## src/hdl/gpio_qual_pkg.sv

```systemverilog
// constants shared by the gpio input qualifier and its per-pin cell
// assumes one 25 mhz apb clock; pins arrive asynchronous to it
//
// Behaviour
// - pin-function and qualifier-select writes take effect two clocks after the write
// - sampling period field zero means one sample on every clock
// - nonzero sampling period field n means one sample every 2n clocks
// - sampling period field is eight bits, any value 0 to 0xff
// - one sampling period field serves a group of eight consecutive pins
// - per pin, qualifier select picks a three or six sample window
// - three sample window spans two sampling periods
// - six sample window spans five sampling periods
// - in the three and six sample modes, qualified level changes only when all window samples agree
// - qualifier select both ones passes the raw pin, unsynchronised
`default_nettype none

package gpio_qual_pkg;

  // ----------------------------------------------------------------
  // geometry
  // ----------------------------------------------------------------
  localparam int PIN_COUNT   = 16;
  localparam int GROUP_SIZE  = 8;
  localparam int GROUP_COUNT = 2;
  localparam int FIELD_W     = 8;
  localparam int WINDOW_MAX  = 6;
  localparam int ADDR_W      = 8;

  // ----------------------------------------------------------------
  // register byte offsets and reset values
  // ----------------------------------------------------------------
  localparam logic [7:0]  OFS_PORT_CTRL = 8'h00;
  localparam logic [7:0]  OFS_QSEL      = 8'h04;
  localparam logic [7:0]  OFS_FUNC      = 8'h08;
  localparam logic [7:0]  OFS_LEVEL     = 8'h0c;
  localparam logic [31:0] RST_PORT_CTRL = 32'h0000_0000;
  localparam logic [31:0] RST_QSEL      = 32'h0000_0000;
  localparam logic [31:0] RST_FUNC      = 32'h0000_0000;

  // ----------------------------------------------------------------
  // qualifier modes, two bits per pin
  // ----------------------------------------------------------------
  localparam logic [1:0] MODE_SYNC  = 2'h0;
  localparam logic [1:0] MODE_THREE = 2'h1;
  localparam logic [1:0] MODE_SIX   = 2'h2;
  localparam logic [1:0] MODE_ASYNC = 2'h3;

  // ----------------------------------------------------------------
  // timing, in clock cycles
  // ----------------------------------------------------------------
  localparam int APPLY_DELAY = 2;

endpackage

`default_nettype wire

```

## src/hdl/gpio_input_qualifier.sv

```systemverilog
// gpio input qualifier: apb registers, group sample timers, per-pin cells
// assumes an apb master on pclk and asynchronous pins
//
// Local design decisions: the register offsets and the APB slave port.
`timescale 1ns/1ps
`default_nettype none

module gpio_input_qualifier (
  input  wire logic        pclk,          // system clock, 25 mhz
  input  wire logic        presetn,       // async reset, active low
  input  wire logic        psel,          // apb select
  input  wire logic        penable,       // apb access phase
  input  wire logic        pwrite,        // apb direction
  input  wire logic [7:0]  paddr,         // apb byte address
  input  wire logic [31:0] pwdata,        // apb write data
  output logic [31:0]      prdata,        // apb read data
  output logic             pready,        // apb ready
  output logic             pslverr,       // apb error on unmapped address
  input  wire logic [15:0] pin_in,        // asynchronous pins
  output logic [15:0]      pin_qualified, // qualified levels
  output logic [31:0]      pin_function   // applied pin-function select
);

  // ----------------------------------------------------------------
  // bus decode
  // ----------------------------------------------------------------
  logic        setup;
  logic        wr_en;
  logic        wr_ctrl;
  logic        wr_qsel;
  logic        wr_func;
  logic        mapped;
  logic [31:0] rd_mux;

  logic [31:0] port_ctrl_reg;
  logic [31:0] qsel_reg;
  logic [31:0] func_reg;
  logic [31:0] qsel_pipe [gpio_qual_pkg::APPLY_DELAY];
  logic [31:0] func_pipe [gpio_qual_pkg::APPLY_DELAY];
  logic [31:0] qsel_active;
  logic [15:0] level;
  logic [gpio_qual_pkg::GROUP_COUNT-1:0] strobe;

  assign setup   = psel & ~penable;
  assign wr_en   = psel & penable & pwrite;
  assign wr_ctrl = wr_en & (paddr == gpio_qual_pkg::OFS_PORT_CTRL);
  assign wr_qsel = wr_en & (paddr == gpio_qual_pkg::OFS_QSEL);
  assign wr_func = wr_en & (paddr == gpio_qual_pkg::OFS_FUNC);
  assign mapped  = (paddr == gpio_qual_pkg::OFS_PORT_CTRL) | (paddr == gpio_qual_pkg::OFS_QSEL) |
                   (paddr == gpio_qual_pkg::OFS_FUNC) | (paddr == gpio_qual_pkg::OFS_LEVEL);

  // zero wait states: read data is registered in setup, so ready can sit high
  assign pready = 1'b1;

  // read selection, unmapped reads as zero
  always_comb begin
    rd_mux = 32'h0000_0000;
    case (paddr)
      gpio_qual_pkg::OFS_PORT_CTRL: rd_mux = port_ctrl_reg;
      gpio_qual_pkg::OFS_QSEL:      rd_mux = qsel_reg;
      gpio_qual_pkg::OFS_FUNC:      rd_mux = func_reg;
      gpio_qual_pkg::OFS_LEVEL:     rd_mux = {16'h0000, pin_qualified};
      default:                      rd_mux = 32'h0000_0000;
    endcase
  end

  // read data and error are registered during the setup cycle
  always_ff @(posedge pclk or negedge presetn) begin
    if (!presetn) begin
      prdata  <= 32'h0000_0000;
      pslverr <= 1'b0;
    end else if (setup) begin
      prdata  <= pwrite ? 32'h0000_0000 : rd_mux;
      pslverr <= ~mapped;
    end
  end

  // ----------------------------------------------------------------
  // software registers
  // ----------------------------------------------------------------
  always_ff @(posedge pclk or negedge presetn) begin
    if (!presetn) begin
      port_ctrl_reg <= gpio_qual_pkg::RST_PORT_CTRL;
      qsel_reg      <= gpio_qual_pkg::RST_QSEL;
      func_reg      <= gpio_qual_pkg::RST_FUNC;
    end else begin
      if (wr_ctrl) port_ctrl_reg <= {16'h0000, pwdata[15:0]};
      if (wr_qsel) qsel_reg <= pwdata;
      if (wr_func) func_reg <= pwdata;
    end
  end

  // apply delay: written values reach the pins two clocks later
  always_ff @(posedge pclk or negedge presetn) begin
    if (!presetn) begin
      for (int i = 0; i < gpio_qual_pkg::APPLY_DELAY; i++) begin
        qsel_pipe[i] <= gpio_qual_pkg::RST_QSEL;
        func_pipe[i] <= gpio_qual_pkg::RST_FUNC;
      end
    end else begin
      qsel_pipe[0] <= wr_qsel ? pwdata : qsel_reg;
      func_pipe[0] <= wr_func ? pwdata : func_reg;
      for (int i = 1; i < gpio_qual_pkg::APPLY_DELAY; i++) begin
        qsel_pipe[i] <= qsel_pipe[i-1];
        func_pipe[i] <= func_pipe[i-1];
      end
    end
  end

  assign qsel_active  = qsel_pipe[gpio_qual_pkg::APPLY_DELAY-1];
  assign pin_function = func_pipe[gpio_qual_pkg::APPLY_DELAY-1];

  // ----------------------------------------------------------------
  // group sample timers
  // ----------------------------------------------------------------
  for (genvar g = 0; g < gpio_qual_pkg::GROUP_COUNT; g++) begin : grp
    logic [7:0] field;
    logic [8:0] limit;
    logic [8:0] cnt_reg;
    logic [8:0] gap_reg;

    assign field = port_ctrl_reg[g*gpio_qual_pkg::FIELD_W +: gpio_qual_pkg::FIELD_W];
    assign limit = {field, 1'b0} - 9'h001;
    assign strobe[g] = (field == 8'h00) | (cnt_reg == limit);

    // a rewrite of the field restarts the interval, so no stale partial period
    always_ff @(posedge pclk or negedge presetn) begin
      if (!presetn) begin
        cnt_reg <= 9'h000;
      end else if (wr_ctrl || strobe[g]) begin
        cnt_reg <= 9'h000;
      end else begin
        cnt_reg <= cnt_reg + 9'h001;
      end
    end

    // check helper: cycles since last tick or restart
    always_ff @(posedge pclk or negedge presetn) begin
      if (!presetn) begin
        gap_reg <= 9'h000;
      end else if (wr_ctrl || strobe[g]) begin
        gap_reg <= 9'h000;
      end else begin
        gap_reg <= gap_reg + 9'h001;
      end
    end

  end

  // ----------------------------------------------------------------
  // per-pin qualifier cells
  // ----------------------------------------------------------------
  for (genvar p = 0; p < gpio_qual_pkg::PIN_COUNT; p++) begin : pin
    input_qualifier_cell u_cell (
      .pclk          (pclk),
      .presetn       (presetn),
      .pin_raw       (pin_in[p]),
      .sample_strobe (strobe[p / gpio_qual_pkg::GROUP_SIZE]),
      .mode          (qsel_active[2*p +: 2]),
      .level_out     (level[p])
    );
  end

  assign pin_qualified = level;
endmodule

`default_nettype wire

```

## src/hdl/input_qualifier_cell.sv

```systemverilog
// one pin: two-flop synchroniser, sample window and qualified level
// assumes sample_strobe and mode come from logic on pclk
`timescale 1ns/1ps
`default_nettype none

module input_qualifier_cell (
  input  wire logic       pclk,          // system clock
  input  wire logic       presetn,       // async reset, active low
  input  wire logic       pin_raw,       // asynchronous pin level
  input  wire logic       sample_strobe, // one-cycle sample tick of the group
  input  wire logic [1:0] mode,          // qualifier select of this pin
  output logic            level_out      // qualified level
);

  logic       sync_a_reg;
  logic       sync_b_reg;
  logic [5:0] window_reg;
  logic       level_reg;
  logic       all3;
  logic       all6;

  // ----------------------------------------------------------------
  // synchroniser, first flop feeds only the second
  // ----------------------------------------------------------------
  always_ff @(posedge pclk or negedge presetn) begin
    if (!presetn) begin
      sync_a_reg <= 1'b0;
      sync_b_reg <= 1'b0;
    end else begin
      sync_a_reg <= pin_raw;
      sync_b_reg <= sync_a_reg;
    end
  end

  // sample history, newest in bit 0
  always_ff @(posedge pclk or negedge presetn) begin
    if (!presetn) begin
      window_reg <= 6'h00;
    end else if (sample_strobe) begin
      window_reg <= {window_reg[4:0], sync_b_reg};
    end
  end

  // agreement of the newest three or six samples
  assign all3 = (&window_reg[2:0]) | ~(|window_reg[2:0]);
  assign all6 = (&window_reg) | ~(|window_reg);

  // qualified level; a split window holds the old value so glitches die here
  always_ff @(posedge pclk or negedge presetn) begin
    if (!presetn) begin
      level_reg <= 1'b0;
    end else begin
      case (mode)
        gpio_qual_pkg::MODE_SYNC: begin
          level_reg <= sync_b_reg;
        end
        gpio_qual_pkg::MODE_THREE: begin
          if (all3) begin
            level_reg <= window_reg[0];
          end
        end
        gpio_qual_pkg::MODE_SIX: begin
          if (all6) begin
            level_reg <= window_reg[0];
          end
        end
        default: begin
          level_reg <= level_reg;
        end
      endcase
    end
  end

  // bypass for peripherals that synchronise on their own
  assign level_out = (mode == gpio_qual_pkg::MODE_ASYNC) ? pin_raw : level_reg;
endmodule

`default_nettype wire
```

## config.mk

```make
export PLATFORM = sky130hd
export DESIGN_NAME = gpio_input_qualifier
export DESIGN_NICKNAME = d
export VERILOG_FILES = /design/src/hdl/gpio_qual_pkg.sv /design/src/hdl/gpio_input_qualifier.sv /design/src/hdl/input_qualifier_cell.sv
export SDC_FILE = /design/constraint.sdc
export NUM_CORES = 1
export LEC_CHECK = 0
export ABC_AREA = 1
export BUFFER_PORTS_ARGS = -buffer_cell sky130_fd_sc_hd__buf_4
export CORE_MARGIN = 5
export CORE_UTILIZATION = 45
export DETAILED_ROUTE_END_ITERATION = 10
export PLACE_DENSITY = 0.74
export SLEW_MARGIN = 25
export SYNTH_ARGS = -nofsm -noshare
export SYNTH_HDL_FRONTEND = slang
export SYNTH_HIERARCHICAL = 1
export SYNTH_SLANG_ARGS = --single-unit
```

## constraint.sdc

```tcl
create_clock -name pclk -period 4.5 [get_ports pclk]
set_input_delay 0.45 -clock pclk [delete_from_list [all_inputs] [get_ports pclk]]
set_output_delay 0.45 -clock pclk [all_outputs]
set_load 0.005 [all_outputs]
```

* Yosys cells after proc, flatten, opt, wreduce, memory -nomap -nowiden
Index checks and enable logic that the tools add are counted.
** Storage, ports and cells
- Register bits :: 339
- Input port bits :: 61
- Word-level logic and storage cells :: 424
** Cells by class
- $add $sub $neg :: 4
- Equality and inequality tests :: 85
- Multiplexer cells :: 68
- Bitwise logic cells :: 77
- Reduce and logical (&&, ||, !) cells :: 117
** Operator list (count)
- 32-bit one-hot mux with 4 select lines :: 1
- 3-bit AND reduction :: 32
- 6-bit AND reduction :: 16
- 6-bit OR reduction :: 16
- 2-bit equality test (second input constant) :: 32
- 2-bit by 1-bit != test with 1-bit output (second input constant) :: 32
- 1-bit 2-to-1 mux :: 48
- 1-bit one-hot mux with 3 select lines :: 16
- 3-bit nonzero test :: 16
- 3-bit OR reduction :: 16
- 1-bit OR :: 37
- 1-bit NOT :: 34
- 2-bit by 1-bit equality test with 1-bit output (second input constant) :: 16
- 2-bit logical NOT :: 16
- 32-bit 2-to-1 mux :: 1
- 8-bit logical NOT :: 3
- 9-bit by 1-bit adder with 9-bit output (second input constant) :: 2
- 9-bit equality test :: 2
- 9-bit 2-to-1 mux :: 2
- 9-bit by 1-bit subtractor with 9-bit output (second input constant) :: 2
- 8-bit by 4-bit equality test with 1-bit output (second input constant) :: 2
- 8-bit by 3-bit equality test with 1-bit output (second input constant) :: 1
- 1-bit AND :: 6
- 1-bit logical OR :: 2

* Longest topological paths before layout
- Depth in word-level cells :: 5
- Gate-level depth with buffers :: 14
- Gate-level depth less buffers :: 13

* By module
Netlist, hierarchy kept.
** Modules (own cells, without submodules)
- gpio_input_qualifier :: times used 1, cells each 873, area an instance 8201.6 um2, seq. area each 4879.7 um2
- input_qualifier_cell :: times used 16, cells each 54, area an instance 460.4 um2, seq. area each 225.2 um2

* Least setup slack after synthesis
OpenSTA, ideal clock, no wires.
- Path type :: flip-flop to flip-flop
- Start point :: register port_ctrl_reg[0]
- End point :: register pin[0].u_cell.window_reg[0]
- Library setup time :: 0.124 ns
- Arrival time :: 1.951 ns
- Data required time :: 4.376 ns
- Path slack :: 2.425 ns
- Stages on the path, launching flop included :: 12
- Buffers on the path :: 1
- Period minus slack after synthesis :: 2.075 ns
- Cell sequence :: dfrtp_1 > inv_1 > ha_1 > nand2_1 > nand3_1 > nor2_1 > nand2_1 > nor2_1 > nand3_1 > nand2_1 > buf_2 > o21ai_1
** Between the ends
- Cells in the longest elaborated chain, start to end :: 3
- Elaborated cells between the ends (all ways) :: 4
- Those cells by class :: 1 x add/sub; 1 x eq/ne; 1 x bitwise; 1 x reduce/logical
** Ends and longest elaborated chain
- from (decl) :: line gpio_input_qualifier.sv:35 : logic [31:0] port_ctrl_reg;
- from (signal assigned) :: line gpio_input_qualifier.sv:83 : port_ctrl_reg <= gpio_qual_pkg::RST_PORT_CTRL;
- from (signal assigned) :: line gpio_input_qualifier.sv:87 : if (wr_ctrl) port_ctrl_reg <= {16'h0000, pwdata[15:0]};
- 9-bit by 1-bit subtractor with 9-bit output :: line gpio_input_qualifier.sv:123 : assign limit = {field, 1'b0} - 9'h001;
- 9-bit equality test :: line gpio_input_qualifier.sv:124 : assign strobe[g] = (field == 8'h00) | (cnt_reg == limit);
- 1-bit OR * :: line gpio_input_qualifier.sv:124
- named net strobe (one bit) :: line gpio_input_qualifier.sv:42 : logic [gpio_qual_pkg::GROUP_COUNT-1:0] strobe;
- to (signal assigned) :: line input_qualifier_cell.sv:40 : window_reg <= {window_reg[4:0], sync_b_reg};
- to (decl) :: line input_qualifier_cell.sv:17 : logic [5:0] window_reg;
Mark *: on every way through the listed nets, which the timed path passes. The rest lies on a longest branch.
A chain may end at the register's enable or synchronous reset.

* Worst setup path in the final report
- Start point :: register port_ctrl_reg[0]
- End point :: register pin[6].u_cell.window_reg[5]
** Between the ends
- Cells in the longest elaborated chain, start to end :: 3
- Elaborated cells between the ends (all ways) :: 4
- Those cells by class :: 1 x add/sub; 1 x eq/ne; 1 x bitwise; 1 x reduce/logical
** Ends and longest elaborated chain (line)
- 9-bit by 1-bit subtractor with 9-bit output :: gpio_input_qualifier.sv:123
- 9-bit equality test :: gpio_input_qualifier.sv:124
- 1-bit OR * :: gpio_input_qualifier.sv:124
- named net strobe (one bit) :: gpio_input_qualifier.sv:42
- to (signal assigned) :: input_qualifier_cell.sv:40
- to (decl) :: input_qualifier_cell.sv:17
Marked as above.

==> impl_metrics.env <==
export IMPL_status="complete, no violations"
export IMPL_core_mm2=0.0344
export IMPL_placed_area_mm2=0.0168
export IMPL_fp_dieArea_mm2=0.0384
export IMPL_multi_input_area_mm2=0.00579
export IMPL_dp_cells=2267
export IMPL_vias=11486
export IMPL_period_needed_ns=2.57
export IMPL_synth_warnings=6
export IMPL_wl_met2_mm=16.4
export IMPL_routabilityCongestion=0.845
export IMPL_syn_area_per_cell_um2=8.96
export IMPL_async_reset_ff_frac=1.00
export IMPL_slew_viol_final=0
export IMPL_post_place_ws_ns=1.67
export IMPL_crit_start="port_ctrl_reg[0]"
export IMPL_instances_no_fill=2335
export IMPL_cts_clk_slew_worst_paths_ns=0.06
export IMPL_synth_common_cells="nand2_1, dfrtp_1, inv_1, nor2_1, o21ai_1"
export IMPL_cts_sinks=339
export IMPL_synthMostInstantiatedCell="nand2_1"
export IMPL_h_tree_depth=2
export IMPL_r2r_start="port_ctrl_reg[0]"
export IMPL_n_fill_cell=3054
export IMPL_synthFlopType="dfrtp_1"
export IMPL_track_usage=0.179
export IMPL_tightest_slew_ns=0.951
export IMPL_final_nets=1982
export IMPL_final_setup_skew_ns=0.0273
export IMPL_met1_length_mm=15.4
export IMPL_dp_final_hpwl_mm=23.9
export IMPL_hold_viol_final=0
export IMPL_rsz0062_at_grt="no"
export IMPL_grt_remaining_overflow=0
export IMPL_cp_max_fo=56
export IMPL_worstHoldStart="pin_in[2]"
export IMPL_min_period_over_period=0.572
export IMPL_cts_tree="done"
export IMPL_synth_area_leaders="dfrtp_1, nand2_1, ha_1"
export IMPL_drtIter0Drc=798
export IMPL_cts_buffers=36
export IMPL_critPathCaptureType="register"
export IMPL_layout_drive_gt1_share=0.158
export IMPL_worstSetupPathType="register to register"
export IMPL_ff2ff_path_depth=12
export IMPL_pwr_density_cell_mw_per_mm2=409
export IMPL_num_io_pins=143
export IMPL_design_area_mm2=0.0181
export IMPL_finalSetupTns_ns=0
export IMPL_netlist_instances=1737
export IMPL_crit_required_ns=4.93
export IMPL_grt_pass1_wl_mm=57.0
export IMPL_relSlewSlack=0.364
export IMPL_via_per_inst=4.92
export IMPL_netlist_cell_type_count=36
export IMPL_syn2layout_area_growth_pct=16.4
export IMPL_io_buffers=141
export IMPL_synth_largest_area_cell="dfrtp_1"
export IMPL_cts_setup_buffers=0
export IMPL_drt_first_pass_iters=5
export IMPL_met3_length_mm=1.64
export IMPL_drc_errors=0
export IMPL_largest_reg_flops=96
export IMPL_final_setup_worst_slack_ns=1.93
export IMPL_synth_edf_count=0
export IMPL_regArea_mm2=0.00848
export IMPL_setup_viol=0
export IMPL_post_drt_wl_per_cell_um=14.7
export IMPL_root_buffer="clkbuf_16"
export IMPL_std_cell_rows=68
export IMPL_fmax_mhz=389
export IMPL_drtAntennaViolNets=0
export IMPL_grt_start_max_net_pins=141
export IMPL_chipWidth_um=196
export IMPL_cap_violations=0
export IMPL_ys_seq_elements=339
export IMPL_clk_latency_ns=0.52
export IMPL_hold_ws_ns=0.0451
export IMPL_syn_area_mm2=0.0156
export IMPL_vdd_ir_drop_max_mv=0.240
export IMPL_hold_class="primary input to register"
export IMPL_worstPathArrival_ns=3.01
export IMPL_detail_route_wirelength_mm=34.3
export IMPL_ctsResizeCount=0
export IMPL_antenna_found_initial=2
export IMPL_netlist_area_leader_share=0.545
export IMPL_top_layer="met4"
export IMPL_start_util=0.453
export IMPL_holdPathStages=1
export IMPL_ys_seq_area_frac=0.545
export IMPL_die_h_um=196
export IMPL_crit_path_start_kind="register"
export IMPL_clk_path_buf_depth=3
export IMPL_first_global_vias=11303
export IMPL_power_leakage_nw=9.41
export IMPL_syn_nets=1868
==> power by group <==
group / internal, mW / total [mW] / leakage, nW / switching [mW]
registers: 3.33 / 3.57 / 4.40 / 0.240
logic: 0.277 / 0.749 / 4.39 / 0.472
clock network: 1.91 / 3.11 / 0.617 / 1.19
total: 5.52 / 7.42 / 9.41 / 1.90
==> stage by stage <==
step	power, mW	utilization
4_1_cts	7.49	0.527
5_1_grt	7.78	0.527
3_3_place_gp	4.31	0.490
3_5_place_dp	4.36	0.490
2_1_floorplan	4.07	-
6_report	7.42	0.527
==> layer usage <==
layer  vias to the layer above  global-route usage
li1                       5650                   -
met3                        62              0.0285
met2                       278               0.294
met5                         -                   0
met4                         0              0.0572
met1                      5496               0.246
==> what timing repair did <==
item | 4_1_cts | 5_1_grt
hold endpoints to repair | 35 | 0
endpoints found under the setup margin | 0 | 0
hold buffers | 1 | 0
==> final cells by class <==
cell class | instances | area share
clock buffer | 49 | 0.0575
antenna | 3 | 0.000414
sequential | 339 | 0.468
multi-input combinational | 1101 | 0.319
timing repair buffer | 154 | 0.0659
tap | 455 | 0.0314
inverter | 219 | 0.0454
clock inverter | 15 | 0.0119
==> critical path, cell delays in order, from the launching register on <==
cell	delay (ns)
dfrtp_1	0.41
inv_1	0.11
ha_1	0.32
nand2_1	0.07
nand3_1	0.07
nor2_1	0.12
nand2_1	0.06
nor2_1	0.10
nand3_1	0.16
nand2_4	0.48
buf_4	0.38
nor2_1	0.07
a21oi_1	0.13
==> worst paths after layout <==
| path | end | slack [ns] |
|---|---|---|
| max | pin[6].u_cell/window_reg[5] | 1.93 |
| min | pin[2].u_cell/sync_a_reg | 0.05 |
| max reg2reg | pin[6].u_cell/window_reg[5] | 1.93 |
| min reg2reg | pin[1].u_cell/sync_b_reg | 0.35 |
| max in group asynchronous | pin[9].u_cell/sync_a_reg | 3.01 |
| min in group asynchronous | pin[1].u_cell/sync_a_reg | 0.39 |
==> cell families after synthesis <==
kind of cell / share of synthesized area
simple gates: 0.212
flops: 0.545
buf+inv: 0.0842
other cells: 0.000241
fa+ha+maj: 0.0563
xor+xnor: 0.0101
mux: 0.0116
compound gates: 0.0807
==> placed cells by master, fill, tap and decap left out, types with 2 or more instances in the layout <==
master / n
a21o_1: 16
a21oi_1: 38
a21oi_2: 10
a22oi_1: 2
buf_12: 2
buf_4: 149
bufinv_16: 5
clkbuf_1: 6
clkbuf_16: 38
clkbuf_8: 5
clkinv_2: 8
clkinvlp_4: 2
dfrtp_1: 339
diode_2: 3
ha_1: 70
inv_1: 198
inv_2: 20
mux2_1: 16
nand2_1: 477
nand2_2: 2
nand2_4: 3
nand3_1: 83
nand3_2: 20
nand3_4: 2
nand4_1: 18
nor2_1: 128
nor2_2: 18
nor2_4: 2
nor3_2: 3
nor3_4: 2
o21ai_0: 41
o21ai_1: 126
or2_2: 2
xnor2_1: 8
xor2_1: 10
Note: power is estimated with default switching activity, not from simulation.
